[config.mk]
export PLATFORM = sky130hd
export DESIGN_NAME = epas_status_bank
export DESIGN_NICKNAME = d
export VERILOG_FILES = /design/src/pkg/epas_pkg.sv /design/src/epas_status_bank.sv
export SDC_FILE = /design/constraint.sdc
export NUM_CORES = 1
export LEC_CHECK = 0
export BUFFER_PORTS_ARGS = -buffer_cell sky130_fd_sc_hd__buf_2
export CORE_MARGIN = 4
export CORE_UTILIZATION = 25
export DETAILED_ROUTE_END_ITERATION = 16
export GPL_ROUTABILITY_DRIVEN = 0
export PLACE_DENSITY = 0.46
export SLEW_MARGIN = 10
export SYNTH_ARGS = -nofsm -noshare
export SYNTH_HDL_FRONTEND = slang
export SYNTH_SLANG_ARGS = --single-unit
[constraint.sdc]
create_clock -name clock -period 1.75 [get_ports clock]
set_input_delay 0 -clock clock [delete_from_list [all_inputs] [get_ports clock]]
set_output_delay 0 -clock clock [all_outputs]
set_load 0.005 [all_outputs]
[src/pkg/epas_pkg.sv]
// Constants for the E1 performance and alarm status bank
package epas_pkg;
  localparam int CLK_FREQ_HZ = 50000000;
  localparam int CLK_PER_MS = CLK_FREQ_HZ / 1000;
  localparam int PERSIST_MIN_MS = 10;
  localparam int WINDOW_MAX_MS = 450;
  localparam int PERSIST_MIN_CYCLES = (PERSIST_MIN_MS * CLK_PER_MS + CLK_PER_MS - 1) / CLK_PER_MS
                                      * CLK_PER_MS;
  localparam int WINDOW_MAX_CYCLES = WINDOW_MAX_MS * CLK_PER_MS;
  localparam int ADDR_W = 5;
  localparam int DATA_W = 8;
  localparam logic [4:0] ADDR_PATTERN_COUNT = 5'h10;
  localparam logic [4:0] ADDR_E_BIT_HIGH = 5'h13;
  localparam logic [4:0] ADDR_E_BIT_LOW = 5'h14;
  localparam logic [4:0] ADDR_JITTER_COUNT = 5'h15;
  localparam logic [4:0] ADDR_COUNTER_OVERFLOW_LATCH = 5'h16;
  localparam logic [4:0] ADDR_FRAME_LOSS_PERIOD_COUNTER = 5'h17;
  localparam logic [4:0] ADDR_BIT_ERROR_RATE_COUNTER = 5'h18;
  localparam logic [4:0] ADDR_REMOTE_ALARM_CRC_FLAGS = 5'h19;
  localparam logic [4:0] ADDR_ERRORED_ALIGNMENT_COUNTER = 5'h1A;
  localparam logic [4:0] ADDR_ALARM_REPORT_LATCH = 5'h1B;
  localparam logic [4:0] ADDR_BIPOLAR_VIOLATION_COUNT_HIGH = 5'h1C;
  localparam logic [4:0] ADDR_BIPOLAR_VIOLATION_COUNT_LOW = 5'h1D;
  localparam logic [4:0] ADDR_CRC4_ERROR_COUNT_HIGH = 5'h1E;
  localparam logic [4:0] ADDR_CRC4_ERROR_COUNT_LOW = 5'h1F;
  // Overflow latch bit positions
  localparam int PATTERN_ERROR_COUNT_OVERFLOW = 7;
  localparam int E_BIT_COUNT_OVERFLOW = 6;
  localparam int JITTER_FIFO_COUNT_OVERFLOW = 5;
  localparam int FRAME_LOSS_COUNT_OVERFLOW = 4;
  localparam int BIT_ERROR_COUNT_OVERFLOW = 3;
  localparam int ALIGNMENT_ERROR_COUNT_OVERFLOW = 2;
  localparam int BIPOLAR_VIOLATION_COUNT_OVERFLOW = 1;
  localparam int CRC_ERROR_COUNT_OVERFLOW = 0;
  // Alarm latch bit positions
  localparam int REMOTE_ALARM_FLAG = 7;
  localparam int ALL_ONES_ALARM_FLAG = 6;
  localparam int SIGNALLING_SLOT_ALL_ONES_FLAG = 5;
  localparam int SIGNAL_ABSENT_FLAG = 4;
  localparam int AUXILIARY_PATTERN_FLAG = 3;
  localparam int MULTIFRAME_ALARM_FLAG = 2;
  localparam int RECEIVE_SLIP_FLAG = 1;
  // Crc flag bit positions
  localparam int REMOTE_ALARM_CRC_WINDOW_FLAG = 1;
  localparam int REMOTE_ALARM_CRC_PERSIST_FLAG = 0;
  // Reset values and read answers
  localparam logic [7:0] BYTE_RESET = 8'h00;
  localparam logic [9:0] TEN_BIT_RESET = 10'h000;
  localparam logic [15:0] WORD_RESET = 16'h0000;
  localparam logic [7:0] UNMAPPED_READ = 8'h00;
  localparam logic [7:0] BYTE_MAX = 8'hFF;
  localparam logic [9:0] TEN_BIT_MAX = 10'h3FF;
  localparam logic [15:0] WORD_MAX = 16'hFFFF;
endpackage

[src/epas_status_bank.sv]
// E1 performance counter and alarm latch status bank
//////////////////////////////////////////////////////////////////////////////
// Contract
// - Overflow bit 7 on pattern counter wrap
// - Overflow bit 6 on far-end counter wrap
// - Overflow bit 5 on jitter counter wrap
// - Overflow bit 4 on frame-loss counter wrap
// - Overflow bit 3 on bit-error counter wrap
// - Overflow bit 2 on alignment counter wrap
// - Overflow bit 1 on bipolar counter wrap
// - Overflow bit 0 on CRC counter wrap
// - Count misaligned frame periods, eight bits
// - Aligned-to-lost transition clears frame-loss count
// - Window flag: run 10..450 ms, read-clear
// - Persist flag high while run over 10 ms
// - Count errored alignment words, eight bits
// - Alarm bit 7 on remote alarm
// - Alarm bit 6 on all-ones alarm
// - Alarm bit 5 on slot 16 all-ones
// - Alarm bit 4 on signal loss
// - Alarm bit 3 on auxiliary pattern
// - Alarm bit 2 on multiframe alarm
// - Alarm bit 1 on slip, bit 0 zero
// - Sixteen-bit bipolar count, high then low byte
// - CRC count two high bits, upper zero
// - Ten-bit far-end count split high/low
// - Jitter count on FIFO near limit
// - Pattern count per pattern error
//////////////////////////////////////////////////////////////////////////////
`timescale 1ns/1ps
module epas_status_bank
  import epas_pkg::*;
#(
  parameter int PERSIST_CYCLES = PERSIST_MIN_CYCLES,
  parameter int WINDOW_CYCLES = WINDOW_MAX_CYCLES
) (
  input wire logic clock,
  input wire logic reset,
  input wire logic [ADDR_W-1:0] reg_addr,
  input wire logic reg_rd,
  output logic [DATA_W-1:0] reg_rdata,
  output logic reg_rvalid,
  input wire logic pattern_error_evt,
  input wire logic e_bit_error_evt,
  input wire logic jitter_near_limit_evt,
  input wire logic frame_tick,
  input wire logic basic_frame_aligned,
  input wire logic bit_error_evt,
  input wire logic alignment_error_evt,
  input wire logic crc4_error_evt,
  input wire logic bipolar_violation_evt,
  input wire logic rx_a_bit,
  input wire logic rx_e_bit,
  input wire logic remote_alarm_evt,
  input wire logic all_ones_alarm_evt,
  input wire logic slot16_all_ones_evt,
  input wire logic signal_lost_evt,
  input wire logic auxiliary_pattern_evt,
  input wire logic multiframe_alarm_evt,
  input wire logic receive_slip_evt
);

  localparam int RUN_W = $clog2(WINDOW_CYCLES + 1);

  if (PERSIST_CYCLES < 1 || WINDOW_CYCLES <= PERSIST_CYCLES + 1) begin : g_bad_times
    $error("Window cycles must exceed persist cycles by more than one");
  end

  //////////////////////////////////////////////////////////////////////////////
  // Counters

  logic [7:0] pattern_error_count_r;
  logic [9:0] e_bit_count_r;
  logic [7:0] jitter_fifo_near_limit_count_r;
  logic [7:0] frame_loss_period_count_r;
  logic [7:0] bit_error_rate_count_r;
  logic [7:0] errored_alignment_count_r;
  logic [15:0] bipolar_violation_count_r;
  logic [9:0] crc4_error_count_r;
  logic aligned_d_r;
  logic align_lost;
  logic frame_loss_inc;
  logic [7:0] ovf_set;

  assign align_lost = aligned_d_r && !basic_frame_aligned;
  assign frame_loss_inc = frame_tick && !basic_frame_aligned && !align_lost;

  // Wrap events feed the overflow latch
  always_comb begin
    ovf_set = BYTE_RESET;
    ovf_set[PATTERN_ERROR_COUNT_OVERFLOW] =
      pattern_error_evt && pattern_error_count_r == BYTE_MAX;
    ovf_set[E_BIT_COUNT_OVERFLOW] = e_bit_error_evt && e_bit_count_r == TEN_BIT_MAX;
    ovf_set[JITTER_FIFO_COUNT_OVERFLOW] =
      jitter_near_limit_evt && jitter_fifo_near_limit_count_r == BYTE_MAX;
    ovf_set[FRAME_LOSS_COUNT_OVERFLOW] =
      frame_loss_inc && frame_loss_period_count_r == BYTE_MAX;
    ovf_set[BIT_ERROR_COUNT_OVERFLOW] =
      bit_error_evt && bit_error_rate_count_r == BYTE_MAX;
    ovf_set[ALIGNMENT_ERROR_COUNT_OVERFLOW] =
      alignment_error_evt && errored_alignment_count_r == BYTE_MAX;
    ovf_set[BIPOLAR_VIOLATION_COUNT_OVERFLOW] =
      bipolar_violation_evt && bipolar_violation_count_r == WORD_MAX;
    ovf_set[CRC_ERROR_COUNT_OVERFLOW] =
      crc4_error_evt && crc4_error_count_r == TEN_BIT_MAX;
  end

  // Event counters, all wrap to zero
  always_ff @(posedge clock) begin
    if (reset) begin
      pattern_error_count_r <= BYTE_RESET;
      e_bit_count_r <= TEN_BIT_RESET;
      jitter_fifo_near_limit_count_r <= BYTE_RESET;
      bit_error_rate_count_r <= BYTE_RESET;
      errored_alignment_count_r <= BYTE_RESET;
      bipolar_violation_count_r <= WORD_RESET;
      crc4_error_count_r <= TEN_BIT_RESET;
    end else begin
      if (pattern_error_evt) begin
        pattern_error_count_r <= pattern_error_count_r + 8'h01;
      end
      if (e_bit_error_evt) begin
        e_bit_count_r <= e_bit_count_r + 10'h001;
      end
      if (jitter_near_limit_evt) begin
        jitter_fifo_near_limit_count_r <= jitter_fifo_near_limit_count_r + 8'h01;
      end
      if (bit_error_evt) begin
        bit_error_rate_count_r <= bit_error_rate_count_r + 8'h01;
      end
      if (alignment_error_evt) begin
        errored_alignment_count_r <= errored_alignment_count_r + 8'h01;
      end
      if (bipolar_violation_evt) begin
        bipolar_violation_count_r <= bipolar_violation_count_r + 16'h0001;
      end
      if (crc4_error_evt) begin
        crc4_error_count_r <= crc4_error_count_r + 10'h001;
      end
    end
  end

  // Frame-loss period counter
  always_ff @(posedge clock) begin
    if (reset) begin
      aligned_d_r <= 1'b0;
      frame_loss_period_count_r <= BYTE_RESET;
    end else begin
      aligned_d_r <= basic_frame_aligned;
      if (align_lost) begin
        frame_loss_period_count_r <= BYTE_RESET;
      end else if (frame_loss_inc) begin
        frame_loss_period_count_r <= frame_loss_period_count_r + 8'h01;
      end
    end
  end

  //////////////////////////////////////////////////////////////////////////////
  // Remote alarm with CRC error timing

  logic remote_crc_cond;
  logic [RUN_W-1:0] run_cnt_r;
  logic persist_flag_r;
  logic window_flag_r;
  logic window_evt;

  assign remote_crc_cond = rx_a_bit && !rx_e_bit;
  assign window_evt = !remote_crc_cond && run_cnt_r > RUN_W'(PERSIST_CYCLES)
                      && run_cnt_r < RUN_W'(WINDOW_CYCLES);

  // Run length, saturating at the window limit
  always_ff @(posedge clock) begin
    if (reset) begin
      run_cnt_r <= '0;
    end else if (!remote_crc_cond) begin
      run_cnt_r <= '0;
    end else if (run_cnt_r < RUN_W'(WINDOW_CYCLES)) begin
      run_cnt_r <= run_cnt_r + RUN_W'(1);
    end
  end

  always_ff @(posedge clock) begin
    if (reset) begin
      persist_flag_r <= 1'b0;
    end else begin
      persist_flag_r <= remote_crc_cond && run_cnt_r >= RUN_W'(PERSIST_CYCLES);
    end
  end

  //////////////////////////////////////////////////////////////////////////////
  // Read-clear latches

  logic rd_ovf;
  logic rd_alarm;
  logic rd_flags;
  logic [7:0] ovf_latch_r;
  logic [7:0] alarm_latch_r;
  logic [7:0] alarm_set;

  assign rd_ovf = reg_rd && reg_addr == ADDR_COUNTER_OVERFLOW_LATCH;
  assign rd_alarm = reg_rd && reg_addr == ADDR_ALARM_REPORT_LATCH;
  assign rd_flags = reg_rd && reg_addr == ADDR_REMOTE_ALARM_CRC_FLAGS;

  always_comb begin
    alarm_set = BYTE_RESET;
    alarm_set[REMOTE_ALARM_FLAG] = remote_alarm_evt;
    alarm_set[ALL_ONES_ALARM_FLAG] = all_ones_alarm_evt;
    alarm_set[SIGNALLING_SLOT_ALL_ONES_FLAG] = slot16_all_ones_evt;
    alarm_set[SIGNAL_ABSENT_FLAG] = signal_lost_evt;
    alarm_set[AUXILIARY_PATTERN_FLAG] = auxiliary_pattern_evt;
    alarm_set[MULTIFRAME_ALARM_FLAG] = multiframe_alarm_evt;
    alarm_set[RECEIVE_SLIP_FLAG] = receive_slip_evt;
  end

  always_ff @(posedge clock) begin
    if (reset) begin
      ovf_latch_r <= BYTE_RESET;
    end else begin
      ovf_latch_r <= (rd_ovf ? BYTE_RESET : ovf_latch_r) | ovf_set;
    end
  end

  always_ff @(posedge clock) begin
    if (reset) begin
      alarm_latch_r <= BYTE_RESET;
    end else begin
      alarm_latch_r <= (rd_alarm ? BYTE_RESET : alarm_latch_r) | alarm_set;
    end
  end

  always_ff @(posedge clock) begin
    if (reset) begin
      window_flag_r <= 1'b0;
    end else begin
      window_flag_r <= (window_flag_r && !rd_flags) || window_evt;
    end
  end

  //////////////////////////////////////////////////////////////////////////////
  // Register read port

  logic [7:0] rd_mux;

  always_comb begin
    if (reg_addr == ADDR_PATTERN_COUNT) begin
      rd_mux = pattern_error_count_r;
    end else if (reg_addr == ADDR_E_BIT_HIGH) begin
      rd_mux = {6'h00, e_bit_count_r[9:8]};
    end else if (reg_addr == ADDR_E_BIT_LOW) begin
      rd_mux = e_bit_count_r[7:0];
    end else if (reg_addr == ADDR_JITTER_COUNT) begin
      rd_mux = jitter_fifo_near_limit_count_r;
    end else if (reg_addr == ADDR_COUNTER_OVERFLOW_LATCH) begin
      rd_mux = ovf_latch_r;
    end else if (reg_addr == ADDR_FRAME_LOSS_PERIOD_COUNTER) begin
      rd_mux = frame_loss_period_count_r;
    end else if (reg_addr == ADDR_BIT_ERROR_RATE_COUNTER) begin
      rd_mux = bit_error_rate_count_r;
    end else if (reg_addr == ADDR_REMOTE_ALARM_CRC_FLAGS) begin
      rd_mux = {6'h00, window_flag_r, persist_flag_r};
    end else if (reg_addr == ADDR_ERRORED_ALIGNMENT_COUNTER) begin
      rd_mux = errored_alignment_count_r;
    end else if (reg_addr == ADDR_ALARM_REPORT_LATCH) begin
      rd_mux = alarm_latch_r;
    end else if (reg_addr == ADDR_BIPOLAR_VIOLATION_COUNT_HIGH) begin
      rd_mux = bipolar_violation_count_r[15:8];
    end else if (reg_addr == ADDR_BIPOLAR_VIOLATION_COUNT_LOW) begin
      rd_mux = bipolar_violation_count_r[7:0];
    end else if (reg_addr == ADDR_CRC4_ERROR_COUNT_HIGH) begin
      rd_mux = {6'h00, crc4_error_count_r[9:8]};
    end else if (reg_addr == ADDR_CRC4_ERROR_COUNT_LOW) begin
      rd_mux = crc4_error_count_r[7:0];
    end else begin
      rd_mux = UNMAPPED_READ;
    end
  end

  always_ff @(posedge clock) begin
    if (reset) begin
      reg_rdata <= BYTE_RESET;
      reg_rvalid <= 1'b0;
    end else begin
      reg_rvalid <= reg_rd;
      if (reg_rd) begin
        reg_rdata <= rd_mux;
      end
    end
  end
endmodule
==> reports/results.txt, run 1 <==
The post-DP HPWL was 14.7 mm. Clock tree synthesis found a total of 128 sinks. The share of total power in combinational logic is 0.073, and the number of buffers between clock root and the deepest sink is 2. After global routing the overflow that remains totals 0. The H-tree was split into 4 levels. The highest achievable clock rate came out at 0.526 GHz. STA puts the critical path data arrival time at 2260 ps.

By area the synthesized netlist is led by sky130_fd_sc_hd__dfxtp_1 39%, sky130_fd_sc_hd__nor2_1 5.5%, sky130_fd_sc_hd__a21oi_1 5.1%, sky130_fd_sc_hd__xor2_1 4.9%, sky130_fd_sc_hd__mux2i_1 4.4%. The initial antenna violation count is 0, and the vias per cell is 4.92. Wires add up to 19.9 mm. In the post-synthesis netlist, the cell with the most instances is sky130_fd_sc_hd__dfxtp_1.

The number of instances on the worst hold path was 4; the cell leakage power was 3.23 nW. Summing over every cut layer, the via total after detailed routing is 6195. The run gives 19 as the number of endpoints failing setup at the final stage. Synthesized area per cell: 8.30 µm². The first TritonRoute pass finished after 7 iterations. The endpoint identified for the worst register-to-register timing path is run_cnt_r[21].

The tools report the count of endpoints failing hold in the final timing report as 0. In this run the worst hold path is classified as in2reg. Worst hold endpoint: reg_rdata[6]. The run finished, with violations left. The final reports fail on negative setup slack.

The tools report the share of total power in sequential cells as 0.419. The time the worst path needs with I/O delays and setup was 1900 ps; the switching fraction of total power was 0.231. The net count after synthesis came out at 835. Global-route total usage across every layer: 0.140. The number of buffer cells added on primary ports works out to 34. The logs give 449 for the number of DRC violations after detailed-routing iteration 0 and 0.00769 mm² for the total cell area at the placement stage. The kind of critical path is reg2reg. The run gives 0.255 as the starting density of the core. Post-layout worst setup margin: -150 ps.

After filler insertion, the fill cell instance count of the layout stands at 2746. TritonCTS built the clock tree. From bottom edge to top edge, the die measures 171 µm. Total power for the finished layout comes to 7.26 mW. After routing the design area is 0.00864 mm². The area growth from synthesis to layout is 30.3%. The worst setup path is launched from a register. The worst register-to-register path has a setup slack of -150 ps. Area share of the largest cell type after synthesis: 0.386.

The logs give 799 for the number of standard cells after synthesis and 66 for the number of library cell types mapped by synthesis. Dividing total power by cell area gives a power density of 840 mW/mm². 35 I/O pins were placed. The library cell occupying the most area in the post-synthesis netlist was sky130_fd_sc_hd__dfxtp_1. After clock tree synthesis, the clock-pin slew on the worst setup and hold paths is 60 ps.

The CTS buffer count came out at 17. The run gives 0.0292 mm² as the die area. The startpoint identified for the worst hold timing path is reg_rd.

The core region is 0.0261 mm². The logs give 0.635 for the normalized max-slew margin and 0 for the number of design rule violations left after detail routing. The die width was 171 µm; the diode insertion count for antenna repair was 0. Counting flops with a built-in enable in the synthesized netlist gives 0. Leaving out filler cells and counting taps, the final layout contains 1260.

The power share of the clock group is 0.508, and the largest voltage drop on the vdd net is 0.000538 V. The tools report the count of antenna-violating nets left after detailed routing as 0. In the synthesized netlist, the cells that appear most often are 128 x sky130_fd_sc_hd__dfxtp_1, 98 x sky130_fd_sc_hd__nor2_1, 67 x sky130_fd_sc_hd__a21oi_1, 60 x sky130_fd_sc_hd__nand2_1, 39 x sky130_fd_sc_hd__o21ai_0.

For this run, the post-layout net count is 948. The worst clock skew was 13.2 ps; the max-cap check violation count was 0. Synthesis inferred 128 register bits. The run gives 5952 as the via count of the first global-routing pass. The average wire per cell in the routed design works out to 15.8 µm. The worst setup path is captured at a register.

The proportion of synthesized chip area in sequential cells is 0.386, and the share of async-settable or async-resettable flops after synthesis is 0. The share of cells above drive strength 1 was 0.219; the number of cells on the worst reg-to-reg path was 5. Setup repair after global routing could not meet its margin everywhere. Along the worst path, the maximum fanout reaches 6. In this run the power spent charging and discharging nets is 1.68 mW.

The root buffer cell is sky130_fd_sc_hd__clkbuf_16. In this run the cell area of the synthesized design comes to 0.00663 mm². Critical register-to-register path startpoint: run_cnt_r[9]. For this run, the leading register cell type out of synthesis is sky130_fd_sc_hd__dfxtp_1. At the worst endpoint, the required time is 2110 ps.

Once placement completed, the tool counted placed cells totaling 1201. The run gives 0 as the max-slew violation total from the final report. For the pin with the worst max-slew slack, the measured transition is 548 ps. The count of standard-cell rows is 59, and the insertion delay to the later sink of the worst-skew pair is 420 ps.

The final period utilization works out to 1.09. The cell-internal power came out at 5.58 mW. The first-pass GRT wire length was 32.5 mm; the count of yosys warnings during synthesis was 0. Entering global routing, the biggest net connects 51 pins.
[repair_timing]
item                                    4_1_cts  5_1_grt
hold buffers                                 19        0
buffers inserted                              6        2
pin swaps                                    14        8
resized for setup                             8       23
hold endpoints to repair                     40        0
endpoints found under the setup margin       23       23
[power groups by stage]
stage	clock network [mW]	logic, mW	registers, mW
global placement	0	0.499	3.11
finish	3.69	0.531	3.04
detailed placement	0	0.500	3.11
global route	3.93	0.598	3.05
CTS	3.79	0.535	3.04
floorplan	0	0.312	3.09
[stage by stage]
| stage | setup slack, ps | utilization | TNS [ps] | hold WS (ps) |
|---|---|---|---|---|
| floorplan | -71.9 | - | -399 | 117 |
| detailed placement | -129 | 0.295 | -983 | 227 |
| global placement | -128 | 0.295 | -760 | 214 |
| finish | -150 | 0.332 | -1530 | 97.5 |
| global route | -271 | 0.332 | -4050 | 99.8 |
| CTS | -157 | 0.328 | -1860 | 78.3 |
[critical path, stage by stage, from the launching register on]
cell and delay (ps):
sky130_fd_sc_hd__dfxtp_4 370, sky130_fd_sc_hd__and4_4 240, sky130_fd_sc_hd__nand3_4 100, sky130_fd_sc_hd__or4_4 550, sky130_fd_sc_hd__or4_4 440, sky130_fd_sc_hd__a21oi_2 150
[area by class of cell]
class                           instances  area (µm²)  share of cell area
Inverter                               17        63.8             0.00738
Sequential cell                       128        2580               0.299
Multi-Input combinational cell        605        3900               0.451
Clock inverter                         12         166              0.0193
Timing Repair Buffer                  143        1070               0.124
Clock buffer                           20         437              0.0505
Tap cell                              335         419              0.0485
[worst max-delay path by stage]
stage / startpoint / to / slack, ps / cells after the start
floorplan: run_cnt_r[5] / run_cnt_r[21] / -70 / 5
global placement: run_cnt_r[16] / run_cnt_r[21] / -130 / 5
detailed placement: run_cnt_r[14] / run_cnt_r[21] / -130 / 5
CTS: run_cnt_r[6] / run_cnt_r[19] / -160 / 6
global route: run_cnt_r[6] / run_cnt_r[21] / -270 / 6
finish: run_cnt_r[9] / run_cnt_r[21] / -150 / 5
[layout by cell type, fill, tap and decap left out, types with 4 or more instances in the layout]
master                          synthesis  layout
sky130_fd_sc_hd__a21oi_1               67      61
sky130_fd_sc_hd__a21oi_2                0       6
sky130_fd_sc_hd__a221oi_1               4       4
sky130_fd_sc_hd__a22oi_1                6       6
sky130_fd_sc_hd__a31oi_1                4       4
sky130_fd_sc_hd__and2_1                 4       4
sky130_fd_sc_hd__and3_1                15      15
sky130_fd_sc_hd__buf_2                 10      33
sky130_fd_sc_hd__buf_4                  2      86
sky130_fd_sc_hd__bufinv_16              0       4
sky130_fd_sc_hd__clkbuf_16              0      17
sky130_fd_sc_hd__clkinv_2               0       6
sky130_fd_sc_hd__dfxtp_1              128     116
sky130_fd_sc_hd__dfxtp_2                0       9
sky130_fd_sc_hd__dlygate4sd3_1          0      19
sky130_fd_sc_hd__ha_1                  10      10
sky130_fd_sc_hd__inv_1                 17      17
sky130_fd_sc_hd__mux2i_1               29      29
sky130_fd_sc_hd__nand2_1               60      58
sky130_fd_sc_hd__nand2b_1              11      11
sky130_fd_sc_hd__nand3_1               30      30
sky130_fd_sc_hd__nand3b_1               6       6
sky130_fd_sc_hd__nand4_1               33      33
sky130_fd_sc_hd__nor2_1                98      97
sky130_fd_sc_hd__nor2b_1                8       8
sky130_fd_sc_hd__nor3_1                 8       8
sky130_fd_sc_hd__nor3b_1                5       4
sky130_fd_sc_hd__o211ai_1               6       6
sky130_fd_sc_hd__o21ai_0               39      37
sky130_fd_sc_hd__o31ai_1               13      13
sky130_fd_sc_hd__or3_1                 22      20
sky130_fd_sc_hd__or4_1                 14      10
sky130_fd_sc_hd__or4_4                  1       6
sky130_fd_sc_hd__xnor2_1               13      13
sky130_fd_sc_hd__xor2_1                37      37
[metal layers]
layer | routed length (µm) | vias up | global-route usage
met4 | 354 | 0 | 0.0458
met5 | 0 | - | 0
met2 | 9250 | 94 | 0.222
li1 | - | 3128 | -
met1 | 9750 | 2954 | 0.190
met3 | 587 | 19 | 0.0300
[logic make-up (layout without fill, tap and decap cells)]
| group | Yosys count | count (layout) | synth area share |
|---|---|---|---|
| multiplexers | 35 | 35 | 0.0590 |
| AO/OA/AOI/OAI | 176 | 176 | 0.166 |
| flip-flops | 128 | 128 | 0.386 |
| adder cells (fa/ha/maj) | 10 | 10 | 0.0189 |
| buffers and inverters | 66 | 192 | 0.0426 |
| XOR/XNOR | 50 | 50 | 0.0660 |
| AND/OR/NAND/NOR | 334 | 334 | 0.261 |
[flip-flops by register name, summed over array words and instances, names as in the netlist, 7 cells and up]
signal                          flops
run_cnt_r                          25
bipolar_violation_count_r          16
crc4_error_count_r                 10
e_bit_count_r                      10
bit_error_rate_count_r              8
errored_alignment_count_r           8
frame_loss_period_count_r           8
jitter_fifo_near_limit_count_r      8
ovf_latch_r                         8
pattern_error_count_r               8
reg_rdata                           8
alarm_latch_r                       7
No activity file was read; power rests on OpenSTA's default activity.
==> run 2, diff against run 1 <==
--- a/config.mk
+++ b/config.mk
@@ -6,11 +6,14 @@
 export NUM_CORES = 1
 export LEC_CHECK = 0
 export BUFFER_PORTS_ARGS = -buffer_cell sky130_fd_sc_hd__buf_2
+export CELL_PAD_IN_SITES_DETAIL_PLACEMENT = 1
+export CELL_PAD_IN_SITES_GLOBAL_PLACEMENT = 1
 export CORE_MARGIN = 4
 export CORE_UTILIZATION = 25
 export DETAILED_ROUTE_END_ITERATION = 16
 export GPL_ROUTABILITY_DRIVEN = 0
-export PLACE_DENSITY = 0.46
+export PLACE_DENSITY = 0.55
+export SKIP_LAST_GASP = 1
 export SLEW_MARGIN = 10
 export SYNTH_ARGS = -nofsm -noshare
 export SYNTH_HDL_FRONTEND = slang
==> run 2 against run 1 <==
The flow still finishes with violations (negative setup slack). Sequential share of layout area decreased by 0.24 points. Cell count increased by 0.56%. First-iteration DRC count decreased by 30%. Largest power group unchanged. Utilization increased by 0.30 points. Sequential power about the same. Highest routed layer unchanged. Worst hold slack improved by 5.9 ps. Die area unchanged. Maximum frequency decreased by 1.1%. Critical path depth increased by 1. Total power decreased by 3.0%.
==> reports/results.txt, run 2 (same netlist as run 1, synthesis figures left out) <==
The footprint of the flip-flops and latches was 0.00259 mm² (about the same); the CTS buffer count was 17 (unchanged). The largest registers in the layout are run_cnt_r x25, bipolar_violation_count_r x16. The average wire per cell in the routed design works out to 17.3 µm (+9.5%). The via count of the first global-routing pass is 6570 (+10%), and the vias per cell is 5.02 (+2.1%). The total power consumption of the routed design is 7.04 mW (-3.0%). The number of cells after detailed placement was 1207 (+0.50%). The number of endpoints failing setup at the final stage came out at 18 (-1). The run gives 316 (-30%) as the number of DRC violations after detailed-routing iteration 0. The share of cells above drive strength 1 is 0.232 (+0.0123). The die width is 171 µm (unchanged). The final reports fail on negative setup slack. The number of design rule violations left after detail routing came out at 0 (unchanged).

The logs give 52 (+2.0%) for the pin count of the biggest net entering global routing and 0.0292 mm² (unchanged) for the die area. Total congestion overflow after global routing: 0 (unchanged). The run gives 4 (unchanged) as the depth of the CTS H-tree.

The run finished, with violations left. The total number of nets in the final design was 955 (+0.74%). Leaving out fill and tap cells, the most frequent cell in the layout is sky130_fd_sc_hd__dfxtp_1. The number of buffer cells added on primary ports works out to 34 (unchanged).

The register ranked first by flip-flop count was run_cnt_r. The run gives 0.000501 V (-6.8%) as the largest voltage drop on the vdd net. The insertion delay to the later sink of the worst-skew pair is 420 ps (about the same), and the signed area change from the synthesized netlist to the final layout is 31.5%. Normalized max-slew margin: 0.621 (-0.0142). Setup repair after global routing could not meet its margin everywhere. The count of antenna-violating nets left after detailed routing is 0 (unchanged). The cell leakage power was 3.25 nW (+0.59%); the worst clock skew was 10.9 ps (-2.34 ps).

The clock transition at the registers of the reported paths was 60 ps (about the same); the total area of multi-input combinational cells was 0.00392 mm² (+0.67%). The final period utilization is 1.10 (+0.0125). The number of buffers between clock root and the deepest sink was 2 (unchanged). The peak fanout along the critical path works out to 10 (+4). The number of search-and-repair iterations in the first detailed-routing pass is 4 (-3). The worst setup path is captured at a register. The max-slew violation total from the final report was 0 (unchanged). The root buffer cell chosen for the clock tree is sky130_fd_sc_hd__clkbuf_16.

For the diode insertion count for antenna repair, the log shows 0 (unchanged). The height of the die was 171 µm (unchanged). The first-pass GRT wire length came out at 35.8 mm (+10%).

TritonCTS built the clock tree. The flip-flop count of the largest register, all copies and words added was 25 (unchanged). The total clock sinks was 128 (unchanged); the top-level port count was 35 (unchanged). The final routed wirelength across all metal layers was 22.0 mm (+10%); the initial antenna violation count was 0 (unchanged). The logs give 16.2 mm (+11%) for the post-DP HPWL and 0.520 GHz (-1.1%) for the highest achievable clock rate. The tools report the global-route total usage across every layer as 0.155 (+0.0151). The path class of the tightest hold or removal check is in2reg. The end-of-flow core utilization is 0.335 (+0.00303), and the total number of vias is 6363 (+2.7%). The max-cap check violation count came out at 0 (unchanged). The library cells used most frequently in the layout, excluding fill and tap cells, are 114 x sky130_fd_sc_hd__dfxtp_1, 97 x sky130_fd_sc_hd__nor2_1, 90 x sky130_fd_sc_hd__buf_4.

The critical path in this run is classified as reg2reg. The post-layout worst setup margin is -172 ps (-21.9 ps), and the worst path arrival time is 2280 ps (+20 ps). The required time of the critical path is 2110 ps (about the same). The number of standard cells in the final layout excluding fillers is 1267 (+0.56%), and the cell area power density is 808 mW/mm² (-3.9%).

The area inside the core boundary is 0.0261 mm² (unchanged). The worst-margin pin slew works out to 569 ps (+21.3 ps). The startpoint class of the critical path was a register. The number of filler instances in the final layout came out at 3077 (+12%).

For the starting density of the core, the log shows 0.255 (unchanged). The count of endpoints failing hold in the final timing report is 0 (unchanged), and the time the worst path needs with I/O delays and setup is 1920 ps (+21.9 ps). The count of standard-cell rows came out at 59 (unchanged).
==> run 2: per-stage QoR <==
step | hold WS, ps | setup slack [ps] | TNS (ps) | area [µm²]
after floorplan | 117 | -71.9 | -399 | 6690
after global placement | 205 | -117 | -740 | 7760
after detailed placement | 214 | -152 | -975 | 7760
after CTS | 85.9 | -149 | -1510 | 8600
after global routing | 108 | -243 | -3280 | 8720
final | 103 | -172 | -1940 | 8720
==> run 2: layout make-up <==
class | instances | share of cell area
multi-input combinational | 605 | 0.450
sequential | 128 | 0.297
timing repair buffer | 150 | 0.133
clock buffer | 23 | 0.0559
tap | 335 | 0.0481
clock inverter | 9 | 0.00947
inverter | 17 | 0.00732
==> run 2: worst max-delay path, cell delays in order (launching register included) <==
cell and delay, ps:
sky130_fd_sc_hd__dfxtp_2 330, sky130_fd_sc_hd__o211ai_1 230, sky130_fd_sc_hd__a311oi_2 160, sky130_fd_sc_hd__o2111a_2 340
sky130_fd_sc_hd__buf_12 160, sky130_fd_sc_hd__or4_1 520, sky130_fd_sc_hd__a21oi_2 120
==> run 2: report_power, final <==
group / switching (mW) / total [mW] / internal, mW
clock network: 1.35 / 3.45 / 2.10
registers: 0.0691 / 3.04 / 2.97
logic: 0.298 / 0.550 / 0.251
total: 1.72 / 7.04 / 5.32
==> run 2: what timing repair did <==
item / 4_1_cts / 5_1_grt
gates cloned: 1 / 0
setup endpoints to repair: 16 / 28
hold buffers: 18 / 0
hold endpoints to repair: 36 / 0
setup buffers: 6 / 3
gates resized for setup: 11 / 27
pin swaps: 13 / 7
==> run 2: routing by layer <==
metal / part of all wire / up-vias / GRT usage / wire length (µm)
li1: - / 3147 / - / -
met1: 0.49 / 3133 / 0.204 / 10700
met2: 0.47 / 59 / 0.257 / 10400
met3: 0.023 / 24 / 0.0284 / 498
met4: 0.017 / 0 / 0.0506 / 363
met5: 0 / - / 0 / 0
==> run 2: path summary, 6_finish.rpt <==
| check | slack (ps) | depth (start not counted) | endpoint | start |
|---|---|---|---|---|
| worst min-delay path | 100 | 5 | run_cnt_r[12] | rx_e_bit |
| worst min register to register | 460 | 2 | ovf_latch_r[1] | ovf_latch_r[1] |
| worst max-delay path | -170 | 6 | run_cnt_r[6] | run_cnt_r[5] |
| worst max register to register | -170 | 6 | run_cnt_r[6] | run_cnt_r[5] |
==> run 3, diff against run 2 <==
--- a/config.mk
+++ b/config.mk
@@ -7,12 +7,12 @@
 export LEC_CHECK = 0
 export BUFFER_PORTS_ARGS = -buffer_cell sky130_fd_sc_hd__buf_2
 export CELL_PAD_IN_SITES_DETAIL_PLACEMENT = 1
-export CELL_PAD_IN_SITES_GLOBAL_PLACEMENT = 1
+export CELL_PAD_IN_SITES_GLOBAL_PLACEMENT = 2
 export CORE_MARGIN = 4
 export CORE_UTILIZATION = 25
 export DETAILED_ROUTE_END_ITERATION = 16
 export GPL_ROUTABILITY_DRIVEN = 0
-export PLACE_DENSITY = 0.55
+export PLACE_DENSITY = 0.64
 export SKIP_LAST_GASP = 1
 export SLEW_MARGIN = 10
 export SYNTH_ARGS = -nofsm -noshare
==> run 3 against run 2 <==
Critical path depth is 1 lower. Wire length increased by 0.64%. Clock skew rose by 0.68 ps. Non-clock buffer count is 13 lower. Global-route usage rose by 0.15 points. Sequential power about the same. Worst setup slack gained 19 ps. Sequential cell count unchanged. Die area is the same. Utilization down 0.63 points. The flow still finishes with violations (negative setup slack). First-iteration DRC count is 1.3% higher. Register-to-register slack gained 20 ps.
==> reports/results.txt, run 3 (same netlist as run 1, synthesis figures left out) <==
The cell sitting at the root of the clock tree is a sky130_fd_sc_hd__clkbuf_16. The count of endpoints failing hold in the final timing report is 0 (unchanged). The tools report the highest achievable clock rate as 0.526 GHz (+1.0%). The area inside the core boundary was 0.0261 mm² (unchanged). The kind of critical path was reg2reg. For the footprint of the flip-flops and latches, the log shows 0.00258 mm² (-0.24%).

The total congestion overflow after global routing is 0 (unchanged). The clock transition at the registers of the reported paths is 60 ps (about the same), and the cell-internal power is 5.38 mW (+1.1%). For the number of DRC violations after detailed-routing iteration 0, the log shows 320 (+1.3%).

The largest registers in the layout are run_cnt_r x25, bipolar_violation_count_r x16. Max-cap check violation count: 0 (unchanged). The run gives 12 (-6) as the number of endpoints failing setup at the final stage. The number of buffers between clock root and the deepest sink is 2 (unchanged). The tools report the global-route total usage across every layer as 0.156 (+0.00151). The signed area change from the synthesized netlist to the final layout was 29.0%; the vias per cell was 5.07 (+0.88%). The final period utilization is 1.09 (-0.0109), and the initial antenna violation count is 0 (unchanged). The tools report the top-level port count as 35 (unchanged).

The tools report the endpoint type of the worst setup path as a register. The final hold slack was 11.8 ps (-91.6 ps). Number of filler instances in the final layout: 3106 (+0.94%). The total number of vias is 6348 (-0.24%), and the cell leakage power is 3.17 nW (-2.4%). The total clock sinks was 128 (unchanged); the average wire per cell in the routed design was 17.6 µm (+1.8%). TritonCTS built the clock tree.

The most common cell after layout, fill and taps aside was sky130_fd_sc_hd__dfxtp_1. For the post-layout worst setup margin, the log shows -153 ps (+19.2 ps). The post-DP HPWL is 16.3 mm (+0.69%), and the number of standard cells in the final layout excluding fillers is 1253 (-1.1%). The number of cells after detailed placement was 1205 (-0.17%); the share of total power in sequential cells was 0.426 (-0.006). Delay contributed by the slowest stage of the critical path: 540 ps (+20 ps).

The total number of nets in the final design is 942 (-1.4%), and the count of antenna-violating nets left after detailed routing is 0 (unchanged). The run gives 0.0292 mm² (unchanged) as the die area. The total area of multi-input combinational cells is 0.00388 mm² (-1.1%), and the flip-flop count of the largest register, all copies and words added is 25 (unchanged). Largest voltage drop on the vdd net: 0.000369 V (-26%). The critical path goes through nand4_1, or2_4, or4_4, or4_4, a21oi_2. In the layout the commonest cells are 115 x sky130_fd_sc_hd__dfxtp_1, 97 x sky130_fd_sc_hd__nor2_1, 83 x sky130_fd_sc_hd__buf_4. The worst-margin pin slew works out to 505 ps (-64.2 ps). The max-slew violation total from the final report was 0 (unchanged); the number of search-and-repair iterations in the first detailed-routing pass was 4 (unchanged). The die width is 171 µm (unchanged).

The CTS buffer count is 17 (unchanged), and the pin count of the biggest net entering global routing is 100 (+92%). Setup repair after global routing could not meet its margin everywhere. The flow ran to the end, but the final reports show violations. The height of the die came out at 171 µm (unchanged). The tools report the final routed wirelength across all metal layers as 22.1 mm (+0.64%). The normalized max-slew margin was 0.659 (+0.0381); the share of total power in combinational logic was 0.077 (about the same). The share of cells above drive strength 1 works out to 0.212 (-0.0193).

In this design, the critical path's most frequently occurring cell is sky130_fd_sc_hd__or4_4. The switching fraction of total power is 0.247 (+0.00265), and the time the worst path needs with I/O delays and setup is 1900 ps (-19.2 ps). The worst clock skew is 11.6 ps (+0.680 ps). STA classifies the critical path startpoint as a register. Number of design rule violations left after detail routing: 0 (unchanged). The cell at the slowest stage of the critical path was sky130_fd_sc_hd__or4_4.

The required time of the critical path was 2110 ps (about the same). Register ranked first by flip-flop count: run_cnt_r. The diode insertion count for antenna repair came out at 0 (unchanged). The power share of the clock group is 0.497 (+0.007), and the first-pass GRT wire length is 35.9 mm (+0.33%). The starting density of the core is 0.255 (unchanged). The depth of the CTS H-tree is 4 (unchanged). The worst path arrival time was 2260 ps (-20 ps). The insertion delay to the later sink of the worst-skew pair is 430 ps (about the same). The peak fanout along the critical path is 6 (-4).

The type of the tightest min-delay check is in2reg. The net switching power of the design is 1.77 mW (+2.5%), and the via count of the first global-routing pass is 6418 (-2.3%). The final reports fail on negative setup slack.

The count of standard-cell rows was 59 (unchanged); the number of buffer cells added on primary ports was 34 (unchanged). The cell area power density came out at 835 mW/mm² (+3.4%).
==> run 3: repair_timing <==
action,4_1_cts,5_1_grt
setup endpoints to repair,21,26
pin swaps,5,6
setup buffers,0,1
hold endpoints to repair,35,0
gates resized for setup,13,9
hold buffers,17,0
==> run 3: per-layer routing <==
metal,wire [µm],track usage
met5,0,0
met4,286,0.0427
met3,424,0.0243
met2,10300,0.250
met1,11100,0.220
==> run 3: worst paths after layout <==
kind                  startpoint             end  slack [ps]  depth (start not counted)
setup / recovery   run_cnt_r[15]   run_cnt_r[21]        -150                          5
hold / removal       reg_addr[4]    reg_rdata[3]          10                          3
setup reg to reg   run_cnt_r[15]   run_cnt_r[21]        -150                          5
hold reg to reg   ovf_latch_r[0]  ovf_latch_r[0]         460                          2
==> run 3: area by class of cell <==
type | count | share of cell area
clock inverter | 10 | 0.0132
inverter | 17 | 0.00746
multi-input combinational | 605 | 0.454
timing repair buffer | 137 | 0.121
clock buffer | 21 | 0.0538
tap | 335 | 0.0490
sequential | 128 | 0.302
==> run 3: stage by stage <==
stage	TNS [ps]	power (mW)	setup WS (ps)	utilization	instance area (µm²)
3_5_place_dp	-1100	3.63	-145	0.297	7740
2_1_floorplan	-399	3.40	-71.9	-	6690
5_1_grt	-3140	7.45	-217	0.328	8560
4_1_cts	-1070	7.24	-146	0.327	8520
3_3_place_gp	-589	3.63	-87.1	0.297	7740
6_report	-989	7.14	-153	0.328	8560
==> run 3: power by group through the flow <==
| stage | registers (mW) | logic (mW) | clock network, mW |
|---|---|---|---|
| floorplan | 3.09 | 0.312 | 0 |
| global placement | 3.11 | 0.518 | 0 |
| detailed placement | 3.11 | 0.521 | 0 |
| CTS | 3.05 | 0.554 | 3.64 |
| global route | 3.05 | 0.611 | 3.78 |
| finish | 3.04 | 0.547 | 3.55 |
==> run 3: worst max-delay path: cells and delay by family, from the launching register on <==
kind | cells | cell delay, ps
DFF | 1 | 370
and+or+nand+nor | 4 | 1350
AOI/OAI and AO/OA | 1 | 120
